File: src/kbc_pm_mailbox_map.vh
`ifndef KBC_PM_MAILBOX_MAP_VH
`define KBC_PM_MAILBOX_MAP_VH

// Firmware-side register selectors (offsets of this block's own choosing)
`define REG_IRQ_LINE_CONTROL 3'h0
`define REG_KBC_CHANNEL_STATUS 3'h1
`define REG_KEYBOARD_DATA_OUT 3'h2
`define REG_MOUSE_DATA_OUT 3'h3
`define REG_KBC_DATA_IN 3'h4
`define REG_PM_CHANNEL_STATUS 3'h5
`define REG_PM_DATA_OUT 3'h6
`define REG_PM_DATA_IN 3'h7
`define REG_HOST_IFACE_CONTROL_SEL 1'b1

// Host I/O addresses
`define HOST_KBC_DATA 8'h60
`define HOST_KBC_CMD 8'h64
`define HOST_PM_DATA 8'h62
`define HOST_PM_CMD 8'h66

// Reset values
`define IRQ_LINE_CONTROL_RESET 8'h07
`define STATUS_RESET 8'h00
`define HOST_IFACE_CONTROL_RESET 8'h00

// Status byte fields
`define ST_OUTBUF_FULL 0
`define ST_INBUF_FULL 1
`define ST_GP_FLAG_ZERO 2
`define ST_LAST_CMD_ADDR 3
`define ST_FW_WRITE_MASK 8'hf4

// Interrupt-line control fields
`define IRQC_KBD_DIRECT 0
`define IRQC_MOUSE_DIRECT 1
`define IRQC_PM_DIRECT 2
`define IRQC_PULSE_LO 3
`define IRQC_PULSE_HI 5
`define IRQC_INVERT 6
`define IRQC_PUSH_PULL 7

// Host interface control fields
`define HIC_KBD_HOST_IRQ_EN 0
`define HIC_MOUSE_HOST_IRQ_EN 1
`define HIC_KBC_CORE_EMPTY_EN 2
`define HIC_KBC_CORE_FULL_EN 3
`define HIC_PM_HOST_IRQ_EN 4
`define HIC_PM_CORE_EMPTY_EN 5
`define HIC_PM_CORE_FULL_EN 6

// Pulse lengths, in clock cycles
`define PULSE_CYCLES_1 5'd1
`define PULSE_CYCLES_2 5'd2
`define PULSE_CYCLES_4 5'd4
`define PULSE_CYCLES_8 5'd8
`define PULSE_MAX_CYCLES 5'd16

`endif

File: src/kbc_pm_host_mailbox.v
`timescale 1ns/1ps
`include "kbc_pm_mailbox_map.vh"

module kbc_pm_host_mailbox
(
    input wire clk,
    input wire nrst,
    input wire clk_en,
    // Host I/O side
    input wire host_sel,
    input wire host_wr,
    input wire host_rd,
    input wire [7:0] host_addr,
    input wire [7:0] host_wdata,
    output reg [7:0] host_rdata,
    // Firmware side
    input wire fw_sel,
    input wire fw_wr,
    input wire fw_rd,
    input wire fw_ctl_sel,
    input wire [2:0] fw_addr,
    input wire [7:0] fw_wdata,
    output reg [7:0] fw_rdata,
    // Host-bound byte stream through the two-entry buffer
    output wire fw_out_ready,
    // Host interrupt lines: drive value and enables (enable low = driving)
    input wire [2:0] irq_pin_in,
    output reg [2:0] irq_out,
    output reg [2:0] irq_oe_n,
    // Core interrupts
    output wire kbc_core_empty_irq,
    output wire kbc_core_full_irq,
    output wire pm_core_empty_irq,
    output wire pm_core_full_irq
);

    reg [7:0] irq_line_control;
    reg [7:0] host_iface_control;
    reg [7:0] kbc_channel_status;
    reg [7:0] pm_channel_status;
    reg [7:0] kbc_in_buffer;
    reg [7:0] pm_in_buffer;
    reg [7:0] kbc_out_buffer;
    reg [7:0] pm_out_buffer;
    reg [2:0] pin_s1;
    reg [2:0] pin_s2;
    reg [2:0] pin_s3;
    reg [2:0] pin_level;
    reg [2:0] pulse_active;
    reg [4:0] pulse_cnt0;
    reg [4:0] pulse_cnt1;
    reg [4:0] pulse_cnt2;
    reg [2:0] hw_line;
    reg [2:0] line_value;
    // Which source last filled the shared keyboard buffer, for level mode
    reg fifo_last_mouse;
    integer i;
    integer j;

    // Two-entry skid buffer between firmware data-out writes and the output buffers
    reg [9:0] fifo_data [0:1];
    reg fifo_rd_ptr;
    reg fifo_wr_ptr;
    reg [1:0] fifo_count;

    wire [2:0] mode = irq_line_control[`IRQC_PULSE_HI:`IRQC_PULSE_LO];
    wire fw_write = fw_sel & fw_wr & clk_en;
    wire fw_read = fw_sel & fw_rd & clk_en;
    wire host_write = host_sel & host_wr & clk_en;
    wire host_read = host_sel & host_rd & clk_en;
    wire fw_out_wr = fw_write & ~fw_ctl_sel &
        ((fw_addr == `REG_KEYBOARD_DATA_OUT) | (fw_addr == `REG_MOUSE_DATA_OUT) |
         (fw_addr == `REG_PM_DATA_OUT));
    wire fifo_in_ok = fw_out_wr & (fifo_count != 2'd2);
    wire [9:0] fifo_head = fifo_data[fifo_rd_ptr];
    wire head_pm = (fifo_head[9:8] == 2'd2);
    // Drain only into an empty buffer so a byte the host has not read is never lost
    wire fifo_out_ok = (fifo_count != 2'd0) & clk_en &
        (head_pm ? ~pm_channel_status[`ST_OUTBUF_FULL]
                 : ~kbc_channel_status[`ST_OUTBUF_FULL]);
    wire kbc_load = fifo_out_ok & ~head_pm;
    wire pm_load = fifo_out_ok & head_pm;
    wire [2:0] load_line = {pm_load, kbc_load & fifo_head[8], kbc_load & ~fifo_head[8]};
    wire [2:0] hw_en = {host_iface_control[`HIC_PM_HOST_IRQ_EN],
        host_iface_control[`HIC_MOUSE_HOST_IRQ_EN], host_iface_control[`HIC_KBD_HOST_IRQ_EN]};

    assign fw_out_ready = (fifo_count != 2'd2);

    function [4:0] pulse_len;
        input [2:0] m;
        begin
            case (m)
                3'h1: pulse_len = `PULSE_CYCLES_1;
                3'h2: pulse_len = `PULSE_CYCLES_2;
                3'h3: pulse_len = `PULSE_CYCLES_4;
                3'h4: pulse_len = `PULSE_CYCLES_8;
                3'h5: pulse_len = `PULSE_MAX_CYCLES;
                // Reserved codes behave as the longest pulse
                default: pulse_len = `PULSE_MAX_CYCLES;
            endcase
        end
    endfunction

    function [4:0] next_count;
        input load;
        input [4:0] cnt;
        input [2:0] m;
        begin
            if (load)
                next_count = pulse_len(m);
            else if (cnt != 5'd0)
                next_count = cnt - 5'd1;
            else
                next_count = 5'd0;
        end
    endfunction

    function in_port_hit;
        input [7:0] a;
        input [7:0] data_port;
        input [7:0] cmd_port;
        begin
            in_port_hit = (a == data_port) | (a == cmd_port);
        end
    endfunction

    // Host writes, host data-port reads and firmware reads that move the full flags
    wire kbc_in_wr = host_write & in_port_hit(host_addr, `HOST_KBC_DATA, `HOST_KBC_CMD);
    wire pm_in_wr = host_write & in_port_hit(host_addr, `HOST_PM_DATA, `HOST_PM_CMD);
    wire kbc_out_rd = host_read & (host_addr == `HOST_KBC_DATA);
    wire pm_out_rd = host_read & (host_addr == `HOST_PM_DATA);
    wire kbc_in_rd = fw_read & ~fw_ctl_sel & (fw_addr == `REG_KBC_DATA_IN);
    wire pm_in_rd = fw_read & ~fw_ctl_sel & (fw_addr == `REG_PM_DATA_IN);

    always @(posedge clk)
    begin
        if (!nrst)
        begin
            // Released lines idle high behind their pull-ups
            pin_s1 <= 3'h7;
            pin_s2 <= 3'h7;
            pin_s3 <= 3'h7;
            pin_level <= 3'h7;
        end
        else if (clk_en)
        begin
            pin_s1 <= irq_pin_in;
            pin_s2 <= pin_s1;
            pin_s3 <= pin_s2;
            for (i = 0; i < 3; i = i + 1)
                if (pin_s2[i] == pin_s3[i])
                    pin_level[i] <= pin_s3[i];
        end
    end

    always @(posedge clk)
    begin
        if (!nrst)
        begin
            irq_line_control <= `IRQ_LINE_CONTROL_RESET;
            host_iface_control <= `HOST_IFACE_CONTROL_RESET;
            kbc_channel_status <= `STATUS_RESET;
            pm_channel_status <= `STATUS_RESET;
            kbc_in_buffer <= 8'h00;
            pm_in_buffer <= 8'h00;
            kbc_out_buffer <= 8'h00;
            pm_out_buffer <= 8'h00;
        end
        else if (clk_en)
        begin
            if (fw_write & fw_ctl_sel)
                host_iface_control <= {1'b0, fw_wdata[6:0]};
            if (fw_write & ~fw_ctl_sel)
            begin
                if (fw_addr == `REG_IRQ_LINE_CONTROL)
                    irq_line_control <= fw_wdata;
                else if (fw_addr == `REG_KBC_CHANNEL_STATUS)
                    kbc_channel_status <= (kbc_channel_status & ~`ST_FW_WRITE_MASK) |
                        (fw_wdata & `ST_FW_WRITE_MASK);
                else if (fw_addr == `REG_PM_CHANNEL_STATUS)
                    pm_channel_status <= (pm_channel_status & ~`ST_FW_WRITE_MASK) |
                        (fw_wdata & `ST_FW_WRITE_MASK);
            end

            // Keyboard channel output full: set wins over a host read in the same cycle
            if (kbc_load)
            begin
                kbc_out_buffer <= fifo_head[7:0];
                kbc_channel_status[`ST_OUTBUF_FULL] <= 1'b1;
            end
            else if (kbc_out_rd)
                kbc_channel_status[`ST_OUTBUF_FULL] <= 1'b0;
            if (pm_load)
            begin
                pm_out_buffer <= fifo_head[7:0];
                pm_channel_status[`ST_OUTBUF_FULL] <= 1'b1;
            end
            else if (pm_out_rd)
                pm_channel_status[`ST_OUTBUF_FULL] <= 1'b0;

            if (kbc_in_wr)
            begin
                kbc_in_buffer <= host_wdata;
                kbc_channel_status[`ST_INBUF_FULL] <= 1'b1;
                kbc_channel_status[`ST_LAST_CMD_ADDR] <= host_addr[2];
            end
            else if (kbc_in_rd)
                kbc_channel_status[`ST_INBUF_FULL] <= 1'b0;
            if (pm_in_wr)
            begin
                pm_in_buffer <= host_wdata;
                pm_channel_status[`ST_INBUF_FULL] <= 1'b1;
                pm_channel_status[`ST_LAST_CMD_ADDR] <= host_addr[2];
            end
            else if (pm_in_rd)
                pm_channel_status[`ST_INBUF_FULL] <= 1'b0;
        end
    end

    // Two entries let firmware run two bytes ahead of a slow host; a write while both are full is dropped
    always @(posedge clk)
    begin
        if (!nrst)
        begin
            fifo_rd_ptr <= 1'b0;
            fifo_wr_ptr <= 1'b0;
            fifo_count <= 2'd0;
        end
        else if (clk_en)
        begin
            if (fifo_in_ok)
            begin
                fifo_data[fifo_wr_ptr] <= {(fw_addr == `REG_PM_DATA_OUT) ? 2'd2 :
                    (fw_addr == `REG_MOUSE_DATA_OUT) ? 2'd1 : 2'd0, fw_wdata};
                fifo_wr_ptr <= ~fifo_wr_ptr;
            end
            if (fifo_out_ok)
                fifo_rd_ptr <= ~fifo_rd_ptr;
            if (fifo_in_ok & ~fifo_out_ok)
                fifo_count <= fifo_count + 2'd1;
            else if (fifo_out_ok & ~fifo_in_ok)
                fifo_count <= fifo_count - 2'd1;
        end
    end

    // Length is fixed at load, so a mode change cannot stretch a pulse in flight
    always @(posedge clk)
    begin
        if (!nrst)
        begin
            pulse_cnt0 <= 5'd0;
            pulse_cnt1 <= 5'd0;
            pulse_cnt2 <= 5'd0;
        end
        else if (clk_en)
        begin
            pulse_cnt0 <= next_count(load_line[0], pulse_cnt0, mode);
            pulse_cnt1 <= next_count(load_line[1], pulse_cnt1, mode);
            pulse_cnt2 <= next_count(load_line[2], pulse_cnt2, mode);
        end
    end

    always @*
    begin
        pulse_active = {pulse_cnt2 != 5'd0, pulse_cnt1 != 5'd0, pulse_cnt0 != 5'd0};
        if (mode == 3'h0)
            hw_line = {pm_channel_status[`ST_OUTBUF_FULL],
                kbc_channel_status[`ST_OUTBUF_FULL] & fifo_last_mouse,
                kbc_channel_status[`ST_OUTBUF_FULL] & ~fifo_last_mouse};
        else
            hw_line = ~pulse_active;
        for (j = 0; j < 3; j = j + 1)
        begin
            if (hw_en[j])
                line_value[j] = hw_line[j] ^ irq_line_control[`IRQC_INVERT];
            else
                line_value[j] = irq_line_control[j];
        end
    end

    always @(posedge clk)
    begin
        if (!nrst)
            fifo_last_mouse <= 1'b0;
        else if (clk_en)
        begin
            if (kbc_load)
                fifo_last_mouse <= fifo_head[8];
        end
    end

    always @(posedge clk)
    begin
        if (!nrst)
        begin
            irq_out <= 3'h0;
            irq_oe_n <= 3'h7;
        end
        else if (clk_en)
        begin
            irq_out <= line_value;
            if (irq_line_control[`IRQC_PUSH_PULL])
                irq_oe_n <= 3'h0;
            else
                irq_oe_n <= line_value;
        end
    end

    assign kbc_core_empty_irq = host_iface_control[`HIC_KBC_CORE_EMPTY_EN] &
        ~kbc_channel_status[`ST_OUTBUF_FULL];
    assign kbc_core_full_irq = host_iface_control[`HIC_KBC_CORE_FULL_EN] &
        kbc_channel_status[`ST_INBUF_FULL];
    assign pm_core_empty_irq = host_iface_control[`HIC_PM_CORE_EMPTY_EN] &
        ~pm_channel_status[`ST_OUTBUF_FULL];
    assign pm_core_full_irq = host_iface_control[`HIC_PM_CORE_FULL_EN] &
        pm_channel_status[`ST_INBUF_FULL];

    always @(posedge clk)
    begin
        if (!nrst)
        begin
            host_rdata <= 8'h00;
            fw_rdata <= 8'h00;
        end
        else if (clk_en)
        begin
            if (host_addr == `HOST_KBC_CMD)
                host_rdata <= kbc_channel_status;
            else if (host_addr == `HOST_PM_CMD)
                host_rdata <= pm_channel_status;
            else if (host_addr == `HOST_KBC_DATA)
                host_rdata <= kbc_out_buffer;
            else if (host_addr == `HOST_PM_DATA)
                host_rdata <= pm_out_buffer;
            else
                host_rdata <= 8'h00;
            if (fw_ctl_sel)
                fw_rdata <= host_iface_control;
            else if (fw_addr == `REG_IRQ_LINE_CONTROL)
                fw_rdata <= {irq_line_control[7:3], pin_level};
            else if (fw_addr == `REG_KBC_CHANNEL_STATUS)
                fw_rdata <= kbc_channel_status;
            else if (fw_addr == `REG_PM_CHANNEL_STATUS)
                fw_rdata <= pm_channel_status;
            else if (fw_addr == `REG_KBC_DATA_IN)
                fw_rdata <= kbc_in_buffer;
            else if (fw_addr == `REG_PM_DATA_IN)
                fw_rdata <= pm_in_buffer;
            else
                fw_rdata <= 8'h00;
        end
    end

endmodule // kbc_pm_host_mailbox

File: config.mk
export PLATFORM = sky130hd
export DESIGN_NAME = kbc_pm_host_mailbox
export DESIGN_NICKNAME = d
export VERILOG_FILES = /design/src/kbc_pm_host_mailbox.v
export VERILOG_INCLUDE_DIRS = /design/src
export SDC_FILE = /design/constraint.sdc
export NUM_CORES = 1
export LEC_CHECK = 0
export ABC_CLOCK_PERIOD_IN_PS = 3720
export BUFFER_PORTS_ARGS = -buffer_cell sky130_fd_sc_hd__buf_2
export CORE_MARGIN = 1.5
export CORE_UTILIZATION = 45
export CTS_CLUSTER_DIAMETER = 120
export DETAILED_ROUTE_END_ITERATION = 10
export MAX_ROUTING_LAYER = met4
export PLACE_DENSITY_LB_ADDON = 0.15
export SLEW_MARGIN = 20
export SYNTH_ARGS = -nofsm -noshare
export SYNTH_HDL_FRONTEND = slang
export SYNTH_SLANG_ARGS = --single-unit
File: constraint.sdc
create_clock -name clk -period 3.72 [get_ports clk]
set_input_delay 0.744 -clock clk [delete_from_list [all_inputs] [get_ports clk]]
set_output_delay 0.744 -clock clk [all_outputs]
set_load 0.01 [all_outputs]
==> results.sh, run 1 <==
export IMPL_synth_edf_count=20
export IMPL_cts_root_buf="clkbuf_16"
export IMPL_drv_cap=0
export IMPL_overflow=0
export IMPL_grt_max_degree=90
export IMPL_ctsHoldBuffers=0
export IMPL_grt_pass1_wl_um=24900
export IMPL_place_gp_congestion=0.840
export IMPL_worstPathRequired_ns=4.01
export IMPL_setup_violations=0
export IMPL_synthArstFlopShare_pct=0
export IMPL_ant_nets=0
export IMPL_clock_fmax_ghz=0.429
export IMPL_whs_ns=0.472
export IMPL_clock_path_buffers=2
export IMPL_numClockSinks=138
export IMPL_dpl_cell_count=862
export IMPL_antenna_found_initial=0
export IMPL_power_mw=3.55
export IMPL_pin_count=67
export IMPL_hold_class="reg -> reg"
export IMPL_p_leak_nw=2.94
export IMPL_syn_avg_cell_area_sq_um=9.65
export IMPL_synth_seq_cells=138
export IMPL_die_x_um=121
export IMPL_htreeDepth=4
export IMPL_cp_end_kind="register"
export IMPL_yosysTopAreaCell="dfxtp_1"
export IMPL_synth_most_common_cell="dfxtp_1"
export IMPL_synth_main_ff_cell="dfxtp_1"
export IMPL_dr_first_iter_drc_count=398
export IMPL_tightestPinTransition_ns=0.898
export IMPL_finalCriticalPeriod_ns=2.33
export IMPL_grt_use_total_pct=22.8
export IMPL_start_kind="register"
export IMPL_wl_per_cell_um=17.5
export IMPL_coreArea_sq_um=13800
export IMPL_cts_setup_buffers=0
export IMPL_final_instance_count_excl_fill=894
export IMPL_combPwrFrac_pct=7.5
export IMPL_num_rows=43
export IMPL_intPower_mw=2.73
export IMPL_synth_warnings=0
export IMPL_clock_skew_ns=0.00724
export IMPL_fin_util_pct=53.0
export IMPL_cts_buffers=17
export IMPL_nets=745
export IMPL_status="complete, no violations"
export IMPL_place_area_sq_um=6690
export IMPL_synthTopCellsByCount="dfxtp_1 (118), mux2i_1 (79), nor2_1 (77), nand2_1 (46), o21ai_0 (42)"
export IMPL_power_density_nw_per_um2=486
export IMPL_yosysUniqueCellTypes=59
export IMPL_synth_top_cell_area_share_pct=37.5
export IMPL_worstSkewPairLatency_ns=0.41
export IMPL_cts_resized=0
export IMPL_drc=0
export IMPL_synth_cells=652
export IMPL_start_util_pct=45.7
export IMPL_ir_worst_vdd_v=0.000301
export IMPL_timing_slew_headroom_pct=39.3
export IMPL_fin_tns_setup_ns=0
export IMPL_first_global_vias=4701
export IMPL_dpl_hpwl_um=11000
export IMPL_min_from="pin_s3[0]"
export IMPL_io_buffers=66
export IMPL_vias=4953
export IMPL_drt_total_wl_um=15600
export IMPL_p_sw_uw=818
export IMPL_seqPwrFrac_pct=44.5
export IMPL_diodes=0
export IMPL_p_clk_share_pct=48.0
export IMPL_min_period_over_period_pct=62.7
export IMPL_p_sw_share_pct=23.1
export IMPL_synth_seq_area_share_pct=47.1
export IMPL_rsz0062_at_grt="false"
export IMPL_cts_tree="done"
export IMPL_drive_gt1_share_pct=19.0
export IMPL_critPathKind="reg -> reg"
export IMPL_worst_endpoint_arrival_ns=2.62
export IMPL_drtPass1Iterations=5
export IMPL_mappedNetlistNets=696
export IMPL_crit_path_max_fanout=13
export IMPL_setup_ws_ns=1.39
export IMPL_syn_area_sq_um=6290
export IMPL_clk_pin_slew_ns=0.06
export IMPL_syn2layout_area_growth_pct=16.0
export IMPL_viasPerCell=5.54
export IMPL_design_area_sq_um=7300
export IMPL_fp_dieH_um=121
export IMPL_die_area_sq_um=14700
export IMPL_post_place_ws_ns=1.10
export IMPL_synth_area_top_cells="dfxtp_1 (38%), mux2i_1 (13%), edfxtp_1 (9.5%)"
export IMPL_hold_viol_final=0
export IMPL_slew_viol_final=0
==> power by group through the flow <==
stage               combinational (mW)  sequential, mW  clock [mW]
floorplan                        0.180            1.61           0
global placement                 0.256            1.61           0
detailed placement               0.265            1.61           0
CTS                              0.268            1.58        1.74
global route                     0.298            1.58        1.79
finish                           0.268            1.58        1.70
==> cell families (layout without fill, tap and decap cells) <==
logic type                 after synthesis  after routing  share of synthesized area, %
xor gates and xnor gates                10             10                          1.39
DFF                                    138            138                          47.1
AOI/OAI and AO/OA                      136            136                          14.5
muxes                                   89             89                          14.4
buffers and inverters                   57            119                          4.27
and+or+nand+nor                        218            218                          17.6
adders and majority gates                4              4                         0.795
==> state kept, by name, indices dropped and copies added (netlist names), 2 cells and up, named ones only <==
signal / count
pm_out_buffer: 8
irq_line_control: 8
pulse_cnt0: 5
pulse_cnt2: 5
pm_in_buffer: 8
host_iface_control: 7
irq_oe_n: 3
pin_s3: 3
pin_s1: 3
pin_s2: 3
kbc_in_buffer: 8
kbc_channel_status: 8
irq_out: 3
kbc_out_buffer: 8
host_rdata: 8
pulse_cnt1: 5
pin_level: 3
fifo_count: 2
pm_channel_status: 8
fifo_data: 20
fw_rdata: 8
==> metal layers <==
metal / wire length, um / part of all wire [%] / vias up / global-route usage [%]
li1: - / - / 2457 / -
met1: 7400 / 47 / 2350 / 30.2
met2: 7310 / 47 / 129 / 35.1
met3: 669 / 4.3 / 17 / 4.37
met4: 245 / 1.6 / 0 / 8.24
met5: 0 / 0 / - / -
==> cell usage in the layout (no fill, tap or decap), types with 12 or more instances in the layout <==
master	n
inv_1	12
clkbuf_16	18
nand2_1	46
buf_2	66
nand3_1	13
dfxtp_1	118
nor2_1	77
a211oi_1	16
nand3b_1	14
o21ai_0	42
mux2i_1	79
edfxtp_1	20
a21oi_1	33
==> final timing paths <==
check                                     end  slack, ns  cells after the start
worst max register to register  fifo_count[1]       1.39                      8
worst min register to register      pin_s3[0]       0.47                      2
worst max-delay path            fifo_count[1]       1.39                      8
worst min-delay path                pin_s3[0]       0.47                      2
==> layout make-up <==
type | count | area, sq um
clock buffer | 22 | 495
clock inverter | 10 | 115
fill | 1307 | 6470
inverter | 13 | 48.8
multi-input combinational | 457 | 3060
sequential | 138 | 2960
tap | 180 | 225
timing repair buffer | 74 | 390
==> worst max-delay path, stage by stage (launching register included) <==
cell	delay, ns
dfxtp_1	0.71
nor3b_1	0.15
o21ai_0	0.32
nand3b_1	0.23
ha_1	0.34
nor2b_1	0.17
nand2_1	0.09
xor2_1	0.15
nor2_1	0.05
(Power assumes the default switching activity.)
==> run 2, diff against run 1 <==
--- a/config.mk
+++ b/config.mk
@@ -6,7 +6,8 @@
 export SDC_FILE = /design/constraint.sdc
 export NUM_CORES = 1
 export LEC_CHECK = 0
-export ABC_CLOCK_PERIOD_IN_PS = 3720
+export ABC_AREA = 1
+export ABC_CLOCK_PERIOD_IN_PS = 2100
 export BUFFER_PORTS_ARGS = -buffer_cell sky130_fd_sc_hd__buf_2
 export CORE_MARGIN = 1.5
 export CORE_UTILIZATION = 45
==> constraint.sdc (replaced) <==
create_clock -name clk -period 2.1 [get_ports clk]
set_input_delay 0.42 -clock clk [delete_from_list [all_inputs] [get_ports clk]]
set_output_delay 0.42 -clock clk [all_outputs]
set_load 0.01 [all_outputs]
==> results.sh, run 2 <==
export IMPL_numClockSinks=138
export IMPL_syn2layout_area_growth_pct=18.7
export IMPL_synth_area_top_cells="dfxtp_1 (37%), nand2_1 (12%), edfxtp_1 (9.5%)"
export IMPL_io_buffers=66
export IMPL_crit_path_max_fanout=3
export IMPL_min_period_over_period_pct=88.7
export IMPL_overflow=0
export IMPL_ctsHoldBuffers=0
export IMPL_drt_total_wl_um=17300
export IMPL_drv_cap=0
export IMPL_synth_edf_count=20
export IMPL_cts_root_buf="clkbuf_16"
export IMPL_crit_family="simple AND/OR/NAND/NOR gates"
export IMPL_viasPerCell=5.23
export IMPL_worst_endpoint_arrival_ns=2.17
export IMPL_drive_gt1_share_pct=15.5
export IMPL_worstSkewPairLatency_ns=0.43
export IMPL_setup_violations=0
export IMPL_power_density_nw_per_um2=878
export IMPL_rr_endpoint="fifo_count[1]"
export IMPL_nets=994
export IMPL_place_gp_congestion=0.917
export IMPL_synth_cells=876
export IMPL_drc=0
export IMPL_start_util_pct=46.0
export IMPL_worst_r2r_startpoint="fifo_data[1][8]"
export IMPL_synth_top_cell_area_share_pct=37.2
export IMPL_largest_register="fifo_data"
export IMPL_yosysUniqueCellTypes=34
export IMPL_dpl_hpwl_um=12500
export IMPL_final_common_cell="nand2_1"
export IMPL_critPathKind="reg -> reg"
export IMPL_synthArstFlopShare_pct=0
export IMPL_dr_first_iter_drc_count=460
export IMPL_syn_area_sq_um=6350
export IMPL_grt_pass1_wl_um=27800
export IMPL_r2r_cells=15
export IMPL_clk_pin_slew_ns=0.06
export IMPL_num_rows=43
export IMPL_status="complete, no violations"
export IMPL_yosysTopAreaCell="dfxtp_1"
export IMPL_drtPass1Iterations=5
export IMPL_ir_worst_vdd_v=0.000545
export IMPL_synth_main_ff_cell="dfxtp_1"
export IMPL_p_leak_nw=3.14
export IMPL_slowest_stage="edfxtp_1"
export IMPL_mappedNetlistNets=920
export IMPL_final_instance_count_excl_fill=1143
export IMPL_cts_resized=0
export IMPL_worstPathRequired_ns=2.41
export IMPL_synth_warnings=0
export IMPL_start_kind="register"
export IMPL_die_area_sq_um=14800
export IMPL_crit_start="fifo_data[1][8]"
export IMPL_finalCriticalPeriod_ns=1.86
export IMPL_synthTopCellsByCount="nand2_1 (204), dfxtp_1 (118), nand3_1 (103), a21oi_1 (88), inv_1 (83)"
export IMPL_cts_tree="done"
export IMPL_critPathBufInv=4
export IMPL_timing_slew_headroom_pct=65.1
export IMPL_syn_avg_cell_area_sq_um=7.25
export IMPL_hold_class="in -> reg"
export IMPL_fin_tns_setup_ns=0
export IMPL_worstSetupEndpoint="fifo_count[1]"
export IMPL_dpl_cell_count=1111
export IMPL_largest_register_ffs=20
export IMPL_cts_setup_buffers=0
export IMPL_path_cells="inv_1 -> nand2_2 -> nand2_2 -> nand2_2 -> nand2_2 -> inv_2 -> nor2_2 -> inv_1 -> ha_1 -> nor2_1 -> inv_1 -> a21oi_1 -> o21ai_1 -> o21ai_1 -> a21oi_1"
export IMPL_clock_skew_ns=0.00813
export IMPL_r2r_slack_ns=0.24
export IMPL_first_global_vias=5440
export IMPL_crit_path_frequent_cell="nand2_2"
export IMPL_die_x_um=122
export IMPL_synth_seq_cells=138
export IMPL_cts_buffers=17
export IMPL_synth_seq_area_share_pct=46.6
export IMPL_clock_path_buffers=2
export IMPL_htreeDepth=4
export IMPL_cp_depth=15
export IMPL_rsz0062_at_grt="false"
export IMPL_final_cell_mix="nand2_1 (204), dfxtp_1 (117), nand3_1 (103)"
export IMPL_slew_viol_final=0
export IMPL_coreArea_sq_um=13800
export IMPL_power_mw=6.62
export IMPL_antenna_found_initial=0
export IMPL_cp_end_kind="register"
export IMPL_grt_max_degree=59
export IMPL_tightestPinTransition_ns=0.524
export IMPL_vias=5979
export IMPL_fp_dieH_um=122
export IMPL_synth_most_common_cell="nand2_1"
export IMPL_hold_viol_final=0
export IMPL_pin_count=67
export IMPL_diodes=0
export IMPL_clock_fmax_ghz=0.537
export IMPL_wl_per_cell_um=15.1
export IMPL_crit_path_max_incr_delay_ns=0.38
export IMPL_ant_nets=0
export IMPL_grt_use_total_pct=25.4
==> run 2: cell types whose count changed after synthesis, sizes merged, moves of 7 or more <==
cell,delta
a211oi,-25
a21oi,+56
a221oi,-7
inv,+76
mux2,-10
mux2i,-79
nand2,+163
nand2b,-7
nand3,+89
nand3b,-12
nor2b,-11
nor3,-9
o21ai,+34
==> run 2: logic make-up after synthesis <==
kind of cell | after synthesis | synth area share (%)
simple gates | 407 | 27.7
compound gates | 193 | 16.2
flops | 138 | 46.6
buf+inv | 132 | 8.43
fa+ha+maj | 4 | 0.788
xor+xnor | 2 | 0.276
==> run 2: per-layer routing <==
metal	routed length, um	global-route usage, %	vias to the layer above	share of wire (%)
li1	-	-	3059	-
met1	8320	34.5	2716	48
met2	7470	35.9	164	43
met3	828	5.06	40	4.8
met4	653	12.6	0	3.8
met5	0	-	-	0
==> run 2: cell type report <==
cell class / instances / area [sq um]
fill: 1376 / 6280
sequential: 138 / 2960
multi-input combinational: 606 / 2870
timing repair buffer: 94 / 553
clock buffer: 21 / 473
inverter: 93 / 354
tap: 180 / 225
clock inverter: 11 / 109
==> run 2: worst reg2reg max path, cell delays in order, from the launching register on <==
cell	delay (ns)
edfxtp_1	0.38
inv_1	0.08
nand2_2	0.05
nand2_2	0.09
nand2_2	0.06
nand2_2	0.10
inv_2	0.04
nor2_2	0.09
inv_1	0.05
ha_1	0.28
nor2_1	0.10
inv_1	0.07
a21oi_1	0.11
o21ai_1	0.10
o21ai_1	0.12
a21oi_1	0.05
==> run 2: through the flow <==
| step | setup WS [ns] | util [%] | area (sq um) | hold slack [ns] |
|---|---|---|---|---|
| 6_report | 0.238 | 54.6 | 7540 | 0.200 |
| 5_1_grt | 0.0127 | 54.6 | 7540 | 0.206 |
| 4_1_cts | 0.209 | 54.5 | 7540 | 0.181 |
| 3_5_place_dp | 0.149 | 50.3 | 6960 | 0.444 |
| 3_3_place_gp | 0.174 | 50.3 | 6960 | 0.439 |
| 2_1_floorplan | 0.0185 | - | 6370 | 0.429 |
==> run 2: worst min path at each step <==
stage | start | endpoint | slack [ns] | cells past startpoint
detailed placement | irq_line_control[2] | irq_line_control[2] | 0.44 | 2
CTS | irq_pin_in[1] | pin_s1[1] | 0.18 | 3
finish | irq_pin_in[1] | pin_s1[1] | 0.20 | 3
global route | irq_pin_in[0] | pin_s1[0] | 0.21 | 3
global placement | pin_s2[2] | pin_s2[2] | 0.44 | 2
floorplan | pin_s1[0] | pin_s1[0] | 0.43 | 2
==> run 2: power by group <==
| group | switching (mW) | leakage [nW] | internal [mW] |
|---|---|---|---|
| combinational | 0.523 | 1.73 | 0.316 |
| sequential | 0.0650 | 1.14 | 2.78 |
| clock | 1.19 | 0.275 | 1.75 |
| total | 1.78 | 3.14 | 4.84 |
==> run 3, diff against run 2 <==
--- a/config.mk
+++ b/config.mk
@@ -7,10 +7,9 @@
 export NUM_CORES = 1
 export LEC_CHECK = 0
 export ABC_AREA = 1
-export ABC_CLOCK_PERIOD_IN_PS = 2100
 export BUFFER_PORTS_ARGS = -buffer_cell sky130_fd_sc_hd__buf_2
 export CORE_MARGIN = 1.5
-export CORE_UTILIZATION = 45
+export CORE_UTILIZATION = 44
 export CTS_CLUSTER_DIAMETER = 120
 export DETAILED_ROUTE_END_ITERATION = 10
 export MAX_ROUTING_LAYER = met4
==> results.sh, run 3 (synthesis gave the netlist of run 2 again) <==
export IMPL_final_common_cell="nand2_1"
export IMPL_cp_end_kind="register"
export IMPL_worstSetupEndpoint="fifo_count[1]"
export IMPL_power_density_nw_per_um2=883
export IMPL_syn2layout_area_growth_pct=18.6
export IMPL_viasPerCell=5.22
export IMPL_grt_pass1_wl_um=28500
export IMPL_drive_gt1_share_pct=15.6
export IMPL_n_fill_cell=1395
export IMPL_r2r_slack_ns=0.19
export IMPL_ant_nets=0
export IMPL_clk_pin_slew_ns=0.07
export IMPL_worstPathRequired_ns=2.41
export IMPL_tightestPinTransition_ns=0.524
export IMPL_drv_cap=0
export IMPL_hold_class="in -> reg"
export IMPL_start_util_pct=45.4
export IMPL_final_cell_mix="nand2_1 (204), dfxtp_1 (118), nand3_1 (103)"
export IMPL_drt_total_wl_um=17600
export IMPL_slew_viol_final=0
export IMPL_antenna_found_initial=0
export IMPL_rsz0062_at_grt="false"
export IMPL_dpl_hpwl_um=12700
export IMPL_pin_count=67
export IMPL_cts_root_buf="clkbuf_16"
export IMPL_cts_resized=0
export IMPL_io_buffers=66
export IMPL_nets=995
export IMPL_die_area_sq_um=15200
export IMPL_min_period_over_period_pct=90.8
export IMPL_largest_register="fifo_data"
export IMPL_cts_buffers=17
export IMPL_start_kind="register"
export IMPL_fin_tns_setup_ns=0
export IMPL_grt_use_total_pct=25.6
export IMPL_fp_dieH_um=123
export IMPL_die_x_um=123
export IMPL_status="complete, no violations"
export IMPL_worst_r2r_startpoint="fifo_data[1][8]"
export IMPL_place_gp_congestion=0.897
export IMPL_worst_endpoint_arrival_ns=2.21
export IMPL_power_mw=6.65
export IMPL_r2r_cells=15
export IMPL_htreeDepth=4
export IMPL_clock_path_buffers=2
export IMPL_worstSkewPairLatency_ns=0.44
export IMPL_wl_per_cell_um=15.4
export IMPL_setup_violations=0
export IMPL_overflow=0
export IMPL_cts_tree="done"
export IMPL_dr_first_iter_drc_count=639
export IMPL_hold_viol_final=0
export IMPL_vias=5971
export IMPL_crit_path_max_fanout=3
export IMPL_p_leak_nw=3.15
export IMPL_timing_slew_headroom_pct=65.1
export IMPL_whs_ns=0.191
export IMPL_ir_worst_vdd_v=0.000540
export IMPL_drtPass1Iterations=5
export IMPL_num_rows=43
export IMPL_min_from="irq_pin_in[1]"
export IMPL_ctsHoldBuffers=0
export IMPL_critPathKind="reg -> reg"
export IMPL_coreArea_sq_um=14000
export IMPL_finalCriticalPeriod_ns=1.91
export IMPL_clock_fmax_ghz=0.524
export IMPL_numClockSinks=138
export IMPL_drc=0
export IMPL_grt_max_degree=59
export IMPL_crit_start="fifo_data[1][8]"
export IMPL_cts_setup_buffers=0
export IMPL_clock_skew_ns=0.0138
export IMPL_diodes=0
export IMPL_rr_endpoint="fifo_count[1]"
export IMPL_largest_register_ffs=20
export IMPL_first_global_vias=5459
==> run 3: metrics by stage <==
stage	area [sq um]	std cells	setup slack, ns	utilization, %
6_report	7530	1144	0.193	53.9
5_1_grt	7530	1144	0.0303	53.9
4_1_cts	7530	1144	0.193	53.9
3_5_place_dp	6960	1112	0.152	49.7
3_3_place_gp	6960	1112	0.175	49.7
2_1_floorplan	6370	876	0.0185	-
==> run 3: how the worst min path moves through the flow <==
stage,endpoint,slack [ns],cells past startpoint
3_5_place_dp,pin_s1[2],0.44,2
5_1_grt,pin_s1[0],0.20,3
6_report,pin_s1[1],0.19,3
4_1_cts,pin_s1[1],0.18,3
3_3_place_gp,pin_s1[2],0.44,2
2_1_floorplan,pin_s1[0],0.43,2
==> run 3: worst max-delay path, cell delays in order (launching register included) <==
cell      delay, ns
edfxtp_1       0.37
inv_1          0.08
nand2_2        0.05
nand2_2        0.09
nand2_2        0.06
nand2_2        0.11
inv_2          0.04
nor2_2         0.09
inv_1          0.05
ha_1           0.28
nor2_1         0.10
inv_1          0.07
a21oi_1        0.10
o21ai_1        0.09
o21ai_1        0.13
a21oi_1        0.06
==> run 3: area by class of cell <==
cell class	count	area, sq um	area share (%)
Clock inverter	15	153	2.03
Inverter	93	354	4.70
Sequential cell	138	2960	39.3
Timing Repair Buffer	95	548	7.27
Tap cell	180	225	2.99
Clock buffer	17	425	5.65
Multi-Input combinational cell	606	2870	38.0
==> run 3: report_power, final <==
part           switching, mW  total, mW  internal (mW)
Combinational          0.531      0.845          0.314
Sequential            0.0640       2.84           2.77
Clock                   1.29       2.97           1.67
Total                   1.89       6.65           4.76
==> run 3: per-layer routing <==
metal | track usage [%] | share of wire (%) | routed length (um) | vias to the layer above
li1 | - | - | - | 3053
met3 | 4.66 | 4.7 | 822 | 25
met2 | 38.0 | 44 | 7700 | 150
met1 | 34.8 | 49 | 8700 | 2743
met5 | - | 0 | 0 | -
met4 | 9.63 | 2.2 | 396 | 0
